$ cat config.mk
export PLATFORM = sky130hd
export DESIGN_NAME = dlp_regs_top
export DESIGN_NICKNAME = d
export VERILOG_FILES = /design/src/design/dlp_pkg.sv /design/src/design/dlp_reg_cell.sv /design/src/design/dlp_regs_top.sv
export SDC_FILE = /design/constraint.sdc
export NUM_CORES = 1
export LEC_CHECK = 0
export BUFFER_PORTS_ARGS = -buffer_cell sky130_fd_sc_hd__buf_2
export CORE_ASPECT_RATIO = 1.25
export CORE_UTILIZATION = 37
export CTS_BUF_LIST = sky130_fd_sc_hd__clkbuf_2
export CTS_CLUSTER_DIAMETER = 80
export DETAILED_ROUTE_END_ITERATION = 7
export HOLD_SLACK_MARGIN = 0.12
export SLEW_MARGIN = 40
export SYNTH_ARGS = -nofsm -noshare
export SYNTH_HDL_FRONTEND = slang
export SYNTH_SLANG_ARGS = --single-unit
$ cat constraint.sdc
create_clock -name clk -period 3.5 [get_ports clk]
set_clock_uncertainty 0.2 [all_clocks]
set_input_delay 0 -clock clk [delete_from_list [all_inputs] [get_ports clk]]
set_output_delay 0 -clock clk [all_outputs]
set_load 0.02 [all_outputs]
$ cat src/design/dlp_pkg.sv
// Constants and types for the converter decode and lane PHY control registers
// Function
// [RULE1] Shuffle bit 0 gives thermometer MSB encoding, 1 shuffles MSB segments; resets 0.
// [RULE2] Waveform select: 00 first zone, 01 second Nyquist mixing, 10 return-to-zero.
// [RULE3] Output strength nibble: slew from bits 1:0, drive from bits 3:2; resets 0xF.
// [RULE4] Global receiver power-down powers down all eight lanes and bias; resets 1. The code forces only the eight lane_pd outputs; it has no bias control.
// [RULE5] Lane power-down bit n powers down lane PHY n; field resets to zero.
// [RULE6] Bit 1 powers down the sync request output buffer; resets 0.
// [RULE7] Recovery control 0 holds lane PHY logic in reset, 1 runs it; resets 1.
// [RULE8] Bit 5 selects half-rate recovery, needed above 6 Gbps; resets 1.
// [RULE9] Reserved bits read their reset value; writes to read-only bits are ignored.
package dlp_pkg;

  // ==========================================================
  // Serial port framing
  localparam int INSTR_BITS = 16;
  localparam int DATA_BITS = 8;
  localparam int ADDR_BITS = 15;
  localparam int RW_BIT = 15;
  localparam logic [4:0] INSTR_LAST = 5'h0F;
  localparam logic [4:0] DATA_LAST = 5'h07;
  localparam logic [4:0] CNT_ZERO = 5'h00;
  localparam logic [4:0] CNT_ONE = 5'h01;

  // ==========================================================
  // Register offsets
  localparam logic [14:0] OFF_SEG = 15'h0151;
  localparam logic [14:0] OFF_DECODE = 15'h0152;
  localparam logic [14:0] OFF_STRENGTH = 15'h01DF;
  localparam logic [14:0] OFF_GLOBAL_PD = 15'h0200;
  localparam logic [14:0] OFF_LANE_PD = 15'h0201;
  localparam logic [14:0] OFF_MISC_PD = 15'h0203;
  localparam logic [14:0] OFF_CDR_RST = 15'h0206;
  localparam logic [14:0] OFF_CDR_MODE = 15'h0230;

  // ==========================================================
  // Register indices, reset values and writable masks
  localparam int NUM_REGS = 8;
  localparam logic [2:0] IDX_SEG = 3'h0;
  localparam logic [2:0] IDX_DECODE = 3'h1;
  localparam logic [2:0] IDX_STRENGTH = 3'h2;
  localparam logic [2:0] IDX_GLOBAL_PD = 3'h3;
  localparam logic [2:0] IDX_LANE_PD = 3'h4;
  localparam logic [2:0] IDX_MISC_PD = 3'h5;
  localparam logic [2:0] IDX_CDR_RST = 3'h6;
  localparam logic [2:0] IDX_CDR_MODE = 3'h7;
  localparam logic [7:0] REG_RESET [0:7] = '{8'h00, 8'h00, 8'h0F, 8'h01, 8'h00, 8'h00, 8'h01, 8'h20};
  localparam logic [7:0] REG_WMASK [0:7] = '{8'hFF, 8'h03, 8'h0F, 8'h01, 8'hFF, 8'h03, 8'h01, 8'hFF};
  localparam logic [7:0] UNMAPPED_DATA = 8'h00;

  // ==========================================================
  // Field positions
  localparam int SHUFFLE_BIT = 2;
  localparam int DECODE_LSB = 0;
  localparam int SLEW_LSB = 0;
  localparam int DRIVE_LSB = 2;
  localparam int GLOBAL_PD_BIT = 0;
  localparam int SYNC_PD_BIT = 1;
  localparam int CDR_RUN_BIT = 0;
  localparam int HALF_RATE_BIT = 5;
  localparam int DIV_LSB = 1;
  localparam int NUM_LANES = 8;

  // ==========================================================
  // Waveform select codes
  typedef enum logic [1:0] {
    DLP_DEC_FIRST_ZONE = 2'h0,
    DLP_DEC_MIX = 2'h1,
    DLP_DEC_RTZ = 2'h2,
    DLP_DEC_RESERVED = 2'h3
  } dlp_decode_type;

  // ==========================================================
  // Carriers
  typedef struct packed {
    logic wr;
    logic [14:0] addr;
    logic [7:0] wdata;
  } dlp_req_type;

  typedef struct packed {
    logic shuffle_en;
    dlp_decode_type decode_mode;
    logic [1:0] spi_slew;
    logic [1:0] spi_drive;
    logic rx_global_pd;
    logic [7:0] lane_pd_field;
    logic [7:0] lane_pd;
    logic sync_buf_pd;
    logic cdr_run;
    logic half_rate;
    logic [1:0] cdr_division;
  } dlp_ctrl_type;

endpackage

$ cat src/design/dlp_reg_cell.sv
// One control register with a reset value and a mask of writable bits
`timescale 1ns/1ps
module dlp_reg_cell #(
  parameter logic [7:0] RESET_VAL = 8'h00,
  parameter logic [7:0] WMASK = 8'hFF
) (
  // Clock and reset
  input wire logic clk,
  input wire logic arst_n,
  // Write side
  input wire logic wr_en,
  input wire logic [7:0] wdata,
  // Stored value
  output logic [7:0] q
);

  logic [7:0] q_d;

  always_comb begin
    q_d = q;
    if (wr_en) begin
      // Read-only bits keep their value whatever is written
      q_d = (wdata & WMASK) | (q & ~WMASK); // RULE9
    end
  end

  always_ff @(posedge clk or negedge arst_n) begin
    if (!arst_n) begin
      q <= RESET_VAL;
    end else begin
      q <= q_d;
    end
  end

endmodule

$ cat src/design/dlp_regs_top.sv
// Serial control port and register bank for decode and lane PHY controls
`timescale 1ns/1ps
module dlp_regs_top (
  // Clock and reset
  input wire logic clk,
  input wire logic arst_n,
  // Serial control port
  input wire logic spi_cs_n,
  input wire logic spi_sclk,
  input wire logic spi_sdi,
  output logic spi_sdo,
  output logic spi_sdo_oe,
  // Control outputs
  output dlp_pkg::dlp_ctrl_type ctrl
);

  // ==========================================================
  // Serial engine state
  typedef enum logic [1:0] {
    ST_IDLE = 2'b00,
    ST_INSTR = 2'b01,
    ST_DATA = 2'b11,
    ST_HOLD = 2'b10
  } dlp_state_type;

  dlp_state_type state_q, state_d;
  logic sclk_q;
  logic [4:0] cnt_q, cnt_d;
  logic [15:0] instr_q, instr_d;
  logic [7:0] wsh_q, wsh_d;
  logic [7:0] rsh_q, rsh_d;
  logic sdo_q, sdo_d;
  logic oe_q, oe_d;
  dlp_pkg::dlp_req_type req_q, req_d;
  logic sclk_rise;
  logic sclk_fall;
  logic [7:0] src_byte;
  logic [7:0] rd_data;
  logic [3:0] rd_hit;
  logic [3:0] wr_hit;
  logic [7:0] reg_q [0:7];

  // Inputs are synchronous, so sclk edges are found by one delay stage
  assign sclk_rise = spi_sclk & ~sclk_q;
  assign sclk_fall = ~spi_sclk & sclk_q;

  // ==========================================================
  // Address decode
  function automatic logic [3:0] reg_lookup(input logic [14:0] a);
    if (a == dlp_pkg::OFF_SEG) begin
      return {1'b1, dlp_pkg::IDX_SEG};
    end else if (a == dlp_pkg::OFF_DECODE) begin
      return {1'b1, dlp_pkg::IDX_DECODE};
    end else if (a == dlp_pkg::OFF_STRENGTH) begin
      return {1'b1, dlp_pkg::IDX_STRENGTH};
    end else if (a == dlp_pkg::OFF_GLOBAL_PD) begin
      return {1'b1, dlp_pkg::IDX_GLOBAL_PD};
    end else if (a == dlp_pkg::OFF_LANE_PD) begin
      return {1'b1, dlp_pkg::IDX_LANE_PD};
    end else if (a == dlp_pkg::OFF_MISC_PD) begin
      return {1'b1, dlp_pkg::IDX_MISC_PD};
    end else if (a == dlp_pkg::OFF_CDR_RST) begin
      return {1'b1, dlp_pkg::IDX_CDR_RST};
    end else if (a == dlp_pkg::OFF_CDR_MODE) begin
      return {1'b1, dlp_pkg::IDX_CDR_MODE};
    end else begin
      return 4'h0;
    end
  endfunction

  assign rd_hit = reg_lookup(instr_q[dlp_pkg::ADDR_BITS-1:0]);
  assign wr_hit = reg_lookup(req_q.addr);
  // Unmapped addresses read as zero and ignore writes
  assign rd_data = rd_hit[3] ? reg_q[rd_hit[2:0]] : dlp_pkg::UNMAPPED_DATA; // RULE9

  // ==========================================================
  // Serial engine: 16-bit instruction, read flag first, then one byte
  always_comb begin
    state_d = state_q;
    cnt_d = cnt_q;
    instr_d = instr_q;
    wsh_d = wsh_q;
    rsh_d = rsh_q;
    sdo_d = sdo_q;
    oe_d = oe_q;
    req_d = '0;
    req_d.addr = instr_q[dlp_pkg::ADDR_BITS-1:0];
    req_d.wdata = {wsh_q[6:0], spi_sdi};
    src_byte = (cnt_q == dlp_pkg::CNT_ZERO) ? rd_data : rsh_q;
    if (spi_cs_n) begin
      state_d = ST_IDLE;
      cnt_d = dlp_pkg::CNT_ZERO;
      oe_d = 1'b0;
    end else begin
      case (state_q)
        ST_IDLE: begin
          state_d = ST_INSTR;
          cnt_d = dlp_pkg::CNT_ZERO;
        end
        ST_INSTR: begin
          if (sclk_rise) begin
            instr_d = {instr_q[14:0], spi_sdi};
            if (cnt_q == dlp_pkg::INSTR_LAST) begin
              state_d = ST_DATA;
              cnt_d = dlp_pkg::CNT_ZERO;
              oe_d = instr_q[dlp_pkg::RW_BIT-1];
            end else begin
              cnt_d = cnt_q + dlp_pkg::CNT_ONE;
            end
          end
        end
        ST_DATA: begin
          // Read data leaves on falling edges so the master samples on rising ones
          if (sclk_fall && instr_q[dlp_pkg::RW_BIT]) begin
            sdo_d = src_byte[7];
            rsh_d = {src_byte[6:0], 1'b0};
          end
          if (sclk_rise) begin
            wsh_d = {wsh_q[6:0], spi_sdi};
            if (cnt_q == dlp_pkg::DATA_LAST) begin
              state_d = ST_HOLD;
              req_d.wr = ~instr_q[dlp_pkg::RW_BIT];
            end else begin
              cnt_d = cnt_q + dlp_pkg::CNT_ONE;
            end
          end
        end
        ST_HOLD: begin
          // Extra clocks are ignored until chip select rises
          state_d = ST_HOLD;
        end
        default: begin
          state_d = ST_IDLE;
        end
      endcase
    end
  end

  always_ff @(posedge clk or negedge arst_n) begin
    if (!arst_n) begin
      state_q <= ST_IDLE;
      sclk_q <= 1'b0;
      cnt_q <= dlp_pkg::CNT_ZERO;
      instr_q <= 16'h0000;
      wsh_q <= 8'h00;
      rsh_q <= 8'h00;
      sdo_q <= 1'b0;
      oe_q <= 1'b0;
      req_q <= '0;
    end else begin
      state_q <= state_d;
      sclk_q <= spi_sclk;
      cnt_q <= cnt_d;
      instr_q <= instr_d;
      wsh_q <= wsh_d;
      rsh_q <= rsh_d;
      sdo_q <= sdo_d;
      oe_q <= oe_d;
      req_q <= req_d;
    end
  end

  assign spi_sdo = sdo_q;
  assign spi_sdo_oe = oe_q;

  // ==========================================================
  // Register bank
  genvar g;
  generate
    for (g = 0; g < dlp_pkg::NUM_REGS; g++) begin : gen_reg
      dlp_reg_cell #(
        .RESET_VAL(dlp_pkg::REG_RESET[g]),
        .WMASK(dlp_pkg::REG_WMASK[g])
      ) u_cell (
        .clk(clk),
        .arst_n(arst_n),
        .wr_en(req_q.wr && wr_hit[3] && (wr_hit[2:0] == 3'(g))),
        .wdata(req_q.wdata),
        .q(reg_q[g])
      );
    end
  endgenerate

  // ==========================================================
  // Control fields
  assign ctrl.shuffle_en = reg_q[dlp_pkg::IDX_SEG][dlp_pkg::SHUFFLE_BIT]; // RULE1
  // Code 11 is passed through unchanged; the analog side treats it as reserved
  assign ctrl.decode_mode = dlp_pkg::dlp_decode_type'(reg_q[dlp_pkg::IDX_DECODE][dlp_pkg::DECODE_LSB +: 2]); // RULE2
  assign ctrl.spi_slew = reg_q[dlp_pkg::IDX_STRENGTH][dlp_pkg::SLEW_LSB +: 2]; // RULE3
  assign ctrl.spi_drive = reg_q[dlp_pkg::IDX_STRENGTH][dlp_pkg::DRIVE_LSB +: 2]; // RULE3
  assign ctrl.rx_global_pd = reg_q[dlp_pkg::IDX_GLOBAL_PD][dlp_pkg::GLOBAL_PD_BIT]; // RULE4
  assign ctrl.lane_pd_field = reg_q[dlp_pkg::IDX_LANE_PD];
  generate
    for (g = 0; g < dlp_pkg::NUM_LANES; g++) begin : gen_lane
      // The global power-down dominates each lane override
      assign ctrl.lane_pd[g] = reg_q[dlp_pkg::IDX_LANE_PD][g] | ctrl.rx_global_pd; // RULE4 RULE5
    end
  endgenerate
  assign ctrl.sync_buf_pd = reg_q[dlp_pkg::IDX_MISC_PD][dlp_pkg::SYNC_PD_BIT]; // RULE6
  assign ctrl.cdr_run = reg_q[dlp_pkg::IDX_CDR_RST][dlp_pkg::CDR_RUN_BIT]; // RULE7
  assign ctrl.half_rate = reg_q[dlp_pkg::IDX_CDR_MODE][dlp_pkg::HALF_RATE_BIT]; // RULE8
  assign ctrl.cdr_division = reg_q[dlp_pkg::IDX_CDR_MODE][dlp_pkg::DIV_LSB +: 2];
endmodule

==> out/summary.txt, run 1 <==
Synth warnings: 0
reg2reg end: rsh_q[2]$_DFFE_PN0P_
prevailing post-synth register cell: dfrtp_1
R2R setup slack: 370 ps
Post-CTS Resized: 0
Area Overhead vs Synth: 13.6%
hold_sp: wsh_q[6]$_DFFE_PN0P_
num ports: 36
GRT overflow: 0
clock latency on the worst-skew pair: 580 ps
Synth Area per Inst: 11.7 µm²
Final period util: 89.4%
Sum Neg Setup Slack: 0 ps
share of layout cells above drive strength 1: 33.0%
critical path fanouts, max: 9
kind of critical path: flop to flop
Yosys cell types: 61
final core utilization: 43.0%
First DRT Iteration DRCs: 146
VDD IR-drop max: 161 µV
Post-synth EDFFs: 0
Tot GR Track Use: 16.0%
Worst Hold Path EP: req_q[7]$_DFF_PN0_
final net count: 447
Syn Std Cell Area: 4580 µm²
crit start category: flop
initial antenna violation count: 1
cell area power density: 403 nW/µm²
WL final: 9440 µm
Slew @ Worst Pin: 545 ps
Initial Util: 37.9%
H-tree depth: 3
Max clock buf depth: 2
CTS root buf: clkbuf_2
Syn Nets: 399
worst reg2reg startpoint: instr_q[2]$_DFFE_PN0P_
WP data required: 3780 ps
post-route ant nets: 0
Final Hold Viols: 0
DRC violations left: 0
RSZ-0062 raised after global routing: no
max-slew violation count: 0
gpl congestion: 0.823
CTS Sinks: 98
hold crit path type: flop to flop
vias after detailed routing: 3181
CP Capture Type: flop
hold path cells: 0
drt pass-1 iters: 4
vias in the first global route: 3070
first-pass GRT wire length: 15500 µm
outcome: finished, final reports clean
IO Port Bufs: 35
Post-synth ARST share: 100%
Routed WL per cell: 15.5 µm
crit path time final: 3130 ps
R2R cell count: 6
clk slew on worst S/H paths: 270 ps
Cells after Synth: 390
Avg Vias per Cell: 5.23
Die ar.: 12800 µm²
sequential area share after synthesis: 53.7%
largest net degree at the start of global routing: 71
Data arrival, critical path: 3400 ps
Yosys reg bits: 98
TritonCTS clock tree: built
Rows: 45
top post-synthesis cells by count: 91 x dfrtp_1, 58 x mux2_2, 25 x nand2_1, 19 x nor2_1, 19 x o21ai_0
post-DP HPWL: 6860 µm
CTS Buf Count: 9
top cells by area, synth: dfrtp_1 50%, mux2_2 14%, dfstp_2 4.0%
Max-Cap Viols: 0
leakage: 2.48 nW
most numerous cell in the Yosys netlist: dfrtp_1
Core Region: 12100 µm²
final setup violation count: 0
die height: 126 µm
leading area contributor after synthesis: dfrtp_1
relative slew slack: 63.3%
max frequency: 320 MHz
Synth top area share: 49.7%
die width: 102 µm
metal layers:
| layer | vias up | share of wire, % | global-route usage, % | wire length (µm) |
|---|---|---|---|---|
| li1 | 1530 | - | - | - |
| met1 | 1569 | 44 | 19.8 | 4130 |
| met2 | 65 | 50 | 26.6 | 4730 |
| met3 | 17 | 3.2 | 2.15 | 298 |
| met4 | 0 | 3.0 | 9.04 | 282 |
| met5 | - | 0 | 0 | 0 |
cells by family (layout without fill, tap and decap cells):
logic type                 Yosys count  in the layout  share of synthesized area (%)
other                                0              1                              0
DFF                                 98             98                           53.7
buffers and inverters               25             78                           2.65
AOI/OAI and AO/OA                   63             63                           9.91
and+or+nand+nor                    133            133                           16.5
adders and majority gates            4              4                           1.09
xor gates and xnor gates             3              3                          0.574
muxes                               64             64                           15.6
worst max-delay path by stage:
stage	startpoint	endpoint	slack (ps)	depth (start not counted)
6_report	instr_q[2]$_DFFE_PN0P_	rsh_q[2]$_DFFE_PN0P_	370	6
5_1_grt	instr_q[3]$_DFFE_PN0P_	rsh_q[2]$_DFFE_PN0P_	220	6
4_1_cts	instr_q[2]$_DFFE_PN0P_	rsh_q[2]$_DFFE_PN0P_	370	6
3_5_place_dp	instr_q[2]$_DFFE_PN0P_	rsh_q[2]$_DFFE_PN0P_	410	6
3_3_place_gp	instr_q[3]$_DFFE_PN0P_	rsh_q[2]$_DFFE_PN0P_	470	6
2_1_floorplan	instr_q[3]$_DFFE_PN0P_	rsh_q[2]$_DFFE_PN0P_	620	7
critical path: stages, from the launching register on:
cell,delay [ps]
dfrtp_1,520
or4b_1,560
or4b_1,640
a31oi_4,370
mux2_2,370
a211oi_1,280
o31ai_2,90
flip-flops by register name, indices dropped and copies added (netlist names):
name	flops
spi_sdo_oe	1
req_q	24
wsh_q	7
cnt_q	5
spi_sdo	1
sclk_q	1
state_q	2
instr_q	16
rsh_q	7
gen.u_cell.q	34
layout by cell type, fill, tap and decap left out, types with 11 or more instances in the layout:
master,n
nand3_1,17
o21ai_0,19
nor3_1,11
nor2_1,19
or2_2,12
buf_2,34
nand2_1,25
inv_1,11
mux2_2,58
dfrtp_1,91
through the flow:
step / setup WS [ps] / hold slack, ps / total power, mW / area [µm²] / std cells
after global placement: 469 / -49.0 / 1.47 / 4930 / 581
after detailed placement: 407 / -124 / 1.47 / 4940 / 581
after CTS: 369 / 169 / 2.12 / 5200 / 607
final: 371 / 181 / 2.10 / 5200 / 608
after floorplan: 616 / -496 / 1.39 / 4580 / 390
after global routing: 222 / 211 / 2.20 / 5200 / 608
where the power goes:
group,internal (mW),switching [mW]
Clock,0.242,0.388
Sequential,1.18,0.0947
Combinational,0.101,0.0923
final cells by class:
type | count | area [µm²]
clock inverter | 7 | 100
clock buffer | 9 | 45.0
fill | 1153 | 6900
antenna | 1 | 2.50
multi-input combinational | 267 | 2000
inverter | 11 | 41.3
sequential | 98 | 2460
timing repair buffer | 51 | 344
tap | 164 | 205
what timing repair did:
item / 4_1_cts / 5_1_grt
hold endpoints to repair: 140 / 0
hold buffers: 10 / 0
setup buffers: 0 / 0
setup endpoints to repair: 0 / 0
No activity file was read; power rests on OpenSTA's default activity.
==> run 2, diff against run 1 <==
CORE_UTILIZATION = 50   (was 37)
PLACE_DENSITY = 0.68   (was default)
==> run 2 against run 1 <==
  * Die area decreased by 26%
  * Global-route usage grew 5.4 points
  * Clock-buffer cell count up 2
  * Final cell count fell by 7.2%
  * Power down 4.6%
  * First-iteration DRC count increased by 21%
  * Combinational power barely moved
  * Register-to-register slack got worse by 30 ps
  * Sequential power barely moved
  * Maximum frequency shrank 1.1%
  * Largest cell class unchanged
  * Highest routed layer unchanged
==> out/summary.txt, run 2 (synthesis results as in run 1) <==
kind of critical path: flop to flop
Tot GR Track Use: 21.4% (+5.4 points)
outcome: finished, final reports clean
CTS Buf Count: 9 (unchanged)
relative slew slack: 59.7% (-3.6 points)
max reg flops: 34 (unchanged)
Avg Vias per Cell: 5.68 (+8.6%)
Post-CTS Resized: 0 (unchanged)
GRT overflow: 0 (unchanged)
Post-CTS Setup Inserts: 0 (unchanged)
H-tree depth: 3 (unchanged)
Inst Count DP: 538 (-7.4%)
top flop regs: gen.u_cell.q x34, req_q x24, instr_q x16
clock latency on the worst-skew pair: 550 ps (-30 ps)
RSZ-0062 raised after global routing: no
Rows: 38 (-16%)
leakage: 2.47 nW (-0.30%)
post-route ant nets: 0 (unchanged)
CP Cell Sequence: or4b_1, or4b_1, a31oi_4, mux2_2, a211oi_1, o31ai_2
Post-CTS Hold Buffers: 10 (unchanged)
cell area power density: 391 nW/µm² (-3.0%)
IO Port Bufs: 35 (unchanged)
Critical Path Stages: 6 (unchanged)
critical path fanouts, max: 9 (unchanged)
CTS root buf: clkbuf_2
Initial Util: 52.1% (+14 points)
Routed WL per cell: 16.4 µm (+5.7%)
commonest non-fill, non-tap cell in the layout: dfrtp_1
crit path time final: 3160 ps (+34.1 ps)
Sum Neg Setup Slack: 0 ps (unchanged)
First DRT Iteration DRCs: 176 (+21%)
vias in the first global route: 3124 (+1.8%)
drt pass-1 iters: 4 (unchanged)
DRC violations left: 0 (unchanged)
Worst path slowest cell: or4b_1
TritonCTS clock tree: built
Slew @ Worst Pin: 599 ps (+53.4 ps)
Die ar.: 9550 µm² (-26%)
largest net degree at the start of global routing: 46 (-35%)
final net count: 448 (+0.22%)
post-DP HPWL: 6700 µm (-2.3%)
Data arrival, critical path: 3430 ps (+30 ps)
final non-filler cell total: 564 (-7.2%)
hold crit path type: flop to flop
commonest non-fill, non-tap cells in the layout: 91 x dfrtp_1, 58 x mux2_2, 34 x buf_2
VDD IR-drop max: 186 µV (+16%)
hold path cells: 0 (unchanged)
num ports: 36 (unchanged)
WP data required: 3760 ps (-20 ps)
post-route worst setup slack: 337 ps (-34.1 ps)
gpl congestion: 0.961 (+17%)
Buf/Inv on CP: 0 (unchanged)
CP delay by family, top: simple AND/OR/NAND/NOR gates
antenna cells: 0 (-1)
first-pass GRT wire length: 15300 µm (-1.5%)
worst slack, placed: 369 ps (-38.0 ps)
initial antenna violation count: 0 (-1)
WL final: 9260 µm (-1.9%)
Final period util: 90.4% (+0.97 points)
cell mode on critical path: or4b_1
CP Capture Type: flop
vias after detailed routing: 3205 (+0.75%)
Max-Cap Viols: 0 (unchanged)
share of layout cells above drive strength 1: 32.9% (-0.074 points)
Area Overhead vs Synth: 11.6%
max-slew violation count: 0 (unchanged)
final setup violation count: 0 (unchanged)
# fillers: 777 (-33%)
Largest Register: gen.u_cell.q
Core Region: 8800 µm² (-27%)
clk slew on worst S/H paths: 260 ps (about the same)
R2R cell count: 6 (unchanged)
Final Hold Viols: 0 (unchanged)
die width: 87.6 µm (-14%)
crit start category: flop
max frequency: 316 MHz (-1.1%)
CP max stage delay: 650 ps (about the same)
die height: 109 µm (-14%)
CTS Sinks: 98 (unchanged)
Power, Total: 2.00 mW (-4.6%)
Max clock buf depth: 2 (unchanged)
==> run 2: cell types whose count changed in the layout (fill, tap and decap cells not counted) <==
cell and change:
bufinv_16 -1, inv_6 -1, clkinv_4 +1, buf_6 -1, inv_8 -1, clkinvlp_4 -1, clkbuf_2 +2, clkinv_1 +1
buf_4 +2, diode_2 -1
==> run 2: final timing paths <==
path / start / end / slack (ps)
hold reg to reg: wsh_q[6]$_DFFE_PN0P_ / req_q[7]$_DFF_PN0_ / 200
min in group asynchronous: arst_n / gen_reg[6].u_cell.q[0]$_DFFE_PN1P_ / 320
max in group asynchronous: arst_n / gen_reg[0].u_cell.q[4]$_DFFE_PN0P_ / 2420
hold / removal: wsh_q[6]$_DFFE_PN0P_ / req_q[7]$_DFF_PN0_ / 200
setup reg to reg: instr_q[2]$_DFFE_PN0P_ / rsh_q[2]$_DFFE_PN0P_ / 340
setup / recovery: instr_q[2]$_DFFE_PN0P_ / rsh_q[2]$_DFFE_PN0P_ / 340
==> run 2: through the flow <==
step / hold WS (ps) / area (µm²) / util, %
2_1_floorplan: -496 / 4580 / -
4_1_cts: 216 / 5110 / 58.2
6_report: 204 / 5110 / 58.2
3_3_place_gp: -159 / 4890 / 55.6
3_5_place_dp: -157 / 4890 / 55.6
5_1_grt: 233 / 5110 / 58.2
==> run 2: metal layers <==
layer | global-route usage (%) | part of all wire, % | vias to the layer above
li1 | - | - | 1534
met1 | 27.7 | 45 | 1591
met2 | 34.8 | 50 | 65
met3 | 3.79 | 3.2 | 15
met4 | 9.84 | 2.5 | 0
met5 | 0 | 0 | -
==> run 2: cell type report <==
| class | count | area [µm²] | share of cell area [%] |
|---|---|---|---|
| clock inverter | 5 | 55.1 | 1.08 |
| tap | 120 | 150 | 2.94 |
| clock buffer | 11 | 55.1 | 1.08 |
| timing repair buffer | 52 | 348 | 6.80 |
| inverter | 11 | 41.3 | 0.807 |
| multi-input combinational | 267 | 2000 | 39.2 |
| sequential | 98 | 2460 | 48.1 |
==> run 2: report_power, final <==
group | switching, mW | total (mW) | internal, mW
Combinational | 0.0949 | 0.197 | 0.102
Sequential | 0.0939 | 1.27 | 1.18
Clock | 0.363 | 0.531 | 0.169
Total | 0.551 | 2.00 | 1.45
==> run 2: worst register-to-register path: cells and delay by family (launching register included) <==
kind / cells / cell delay, ps
simple gates: 2 / 1230
compound gates: 3 / 750
flops: 1 / 530
mux: 1 / 370
==> run 3, diff against run 2 <==
GPL_ROUTABILITY_DRIVEN = 0   (was default)
PLACE_DENSITY = 0.71   (was 0.68)
clock period = 2.81 ns   (was 3.5 ns; I/O delays follow)
==> run 3 against run 2 <==
  * Combinational power is 46% higher
  * Non-clock buffer count rose by 19
  * Maximum frequency grew 14%
  * Die area unchanged
  * Worst hold slack better by 8.6 ps
  * Clock-buffer cell count did not move
  * Setup slack lost 290 ps
  * Register-to-register slack worse by 290 ps
  * Design area increased by 4.7%
  * Critical endpoint is now rsh_q[4]$_DFFE_PN0P_
==> out/summary.txt, run 3 (synthesis results as in run 1) <==
Final Hold Viols: 0 (unchanged)
relative slew slack: 68.8% (+9.0 points)
CP Capture Type: flop
initial antenna violation count: 0 (unchanged)
H-tree depth: 3 (unchanged)
commonest non-fill, non-tap cells in the layout: 91 x dfrtp_1, 57 x mux2_2, 34 x buf_2
antenna cells: 0 (unchanged)
Buf/Inv on CP: 0 (unchanged)
hold_sp: wsh_q[2]$_DFFE_PN0P_
drt pass-1 iters: 4 (unchanged)
IO Port Bufs: 35 (unchanged)
First DRT Iteration DRCs: 128 (-27%)
post-route worst setup slack: 44.2 ps (-293 ps)
outcome: finished, final reports clean
cell mode on critical path: or4b_4
final net count: 467 (+4.2%)
Area Overhead vs Synth: 16.9%
vias after detailed routing: 3326 (+3.8%)
crit path time final: 2770 ps (-397 ps)
Critical Path Stages: 6 (unchanged)
multi-input combinational cell area: 2050 µm² (+2.5%)
Data arrival, critical path: 3090 ps (-340 ps)
vias in the first global route: 3281 (+5.0%)
Final Cell Area: 5360 µm² (+4.7%)
Max clock buf depth: 2 (unchanged)
GRT overflow: 0 (unchanged)
crit start category: flop
worst slack, placed: 6.16 ps (-363 ps)
Avg Vias per Cell: 5.70 (+0.39%)
Tot GR Track Use: 22.4% (+1.0 points)
num ports: 36 (unchanged)
first-pass GRT wire length: 15900 µm (+4.1%)
hold crit path type: flop to flop
Critical path origin: instr_q[9]$_DFFE_PN0P_
VDD IR-drop max: 233 µV (+25%)
WP data required: 3140 ps (-620 ps)
final non-filler cell total: 583 (+3.4%)
WL final: 9780 µm (+5.6%)
CTS Buf Count: 9 (unchanged)
Hold WS: 213 ps (+8.65 ps)
Final period util: 98.4% (+8.1 points)
dpl cell area: 5070 µm² (+3.7%)
share of layout cells above drive strength 1: 37.6% (+4.7 points)
Worst path slowest cell: or4b_4
Routed WL per cell: 16.8 µm (+2.1%)
max reg flops: 34 (unchanged)
Core Region: 8800 µm² (unchanged)
commonest non-fill, non-tap cell in the layout: dfrtp_1
leakage: 2.59 nW (+4.8%)
clock latency on the worst-skew pair: 590 ps (+40 ps)
R2R cell count: 6 (unchanged)
worst reg2reg startpoint: instr_q[9]$_DFFE_PN0P_
cell area power density: 477 nW/µm² (+22%)
R2R setup slack: 40 ps (-290 ps)
post-DP HPWL: 6970 µm (+3.9%)
final setup violation count: 0 (unchanged)
max frequency: 362 MHz (+14%)
CP Cell Sequence: or4b_4, or4b_4, a31o_4, and4_4, a311o_1, a31o_1
Inst Count DP: 556 (+3.3%)
die height: 109 µm (unchanged)
die width: 87.6 µm (unchanged)
Rows: 38 (unchanged)
FF/Latch Area: 2460 µm² (unchanged)
Die ar.: 9550 µm² (unchanged)
kind of critical path: flop to flop
CTS root buf: clkbuf_2
post-route ant nets: 0 (unchanged)
Largest Register: gen.u_cell.q
clk slew on worst S/H paths: 270 ps (about the same)
DRC violations left: 0 (unchanged)
hold path cells: 0 (unchanged)
CP delay by family, top: simple AND/OR/NAND/NOR gates
Max-Cap Viols: 0 (unchanged)
critical path fanouts, max: 7 (-2)
largest net degree at the start of global routing: 50 (+8.7%)
Slew @ Worst Pin: 465 ps (-134 ps)
CTS Sinks: 98 (unchanged)
top flop regs: gen.u_cell.q x34, req_q x24, instr_q x16
TritonCTS clock tree: built
# fillers: 719 (-7.5%)
max-slew violation count: 0 (unchanged)
CP max stage delay: 570 ps (-80 ps)
Initial Util: 52.1% (unchanged)
## run 3: cell count changes in the layout (fill, tap and decap cells not counted), moves of 2 or more
cell    change
buf_12      +3
buf_4      +15
or4b_1      -2
or4b_4      +2
## run 3: final timing paths
kind	end
setup / recovery	rsh_q[4]$_DFFE_PN0P_
hold / removal	req_q[3]$_DFF_PN0_
setup reg to reg	rsh_q[4]$_DFFE_PN0P_
hold reg to reg	req_q[3]$_DFF_PN0_
max in group asynchronous	gen_reg[7].u_cell.q[5]$_DFFE_PN1P_
min in group asynchronous	gen_reg[2].u_cell.q[1]$_DFFE_PN1P_
## run 3: metal layers
layer,share of wire (%),vias to the layer above,global-route usage (%)
li1,-,1575,-
met1,44,1663,27.9
met2,50,67,37.8
met3,3.2,21,4.09
met4,2.4,0,9.84
met5,0,-,0
## run 3: layout make-up
type | instances | area share [%]
timing repair buffer | 71 | 9.93
multi-input combinational | 267 | 38.4
tap | 120 | 2.80
sequential | 98 | 45.9
inverter | 11 | 0.771
clock buffer | 11 | 1.03
clock inverter | 5 | 1.17
## run 3: stage by stage
step	power [mW]	TNS, ps	utilization [%]
finish	2.55	0	60.9
global placement	1.85	0	57.6
CTS	2.56	0	60.3
global route	2.67	-2.35	60.9
floorplan	1.73	0	-
detailed placement	1.86	0	57.6
## run 3: report_power, final
part           switching [mW]  internal (mW)
Clock                   0.474          0.221
Combinational           0.142          0.145
Sequential              0.102           1.47
Total                   0.718           1.83
## run 3: what timing repair did
item / CTS / global route
gates resized for setup: 1 / 8
hold buffers: 10 / 0
buffers inserted: 0 / 1
endpoints found under the setup margin: 2 / 20
pin swaps: 0 / 5
hold endpoints to repair: 140 / 0
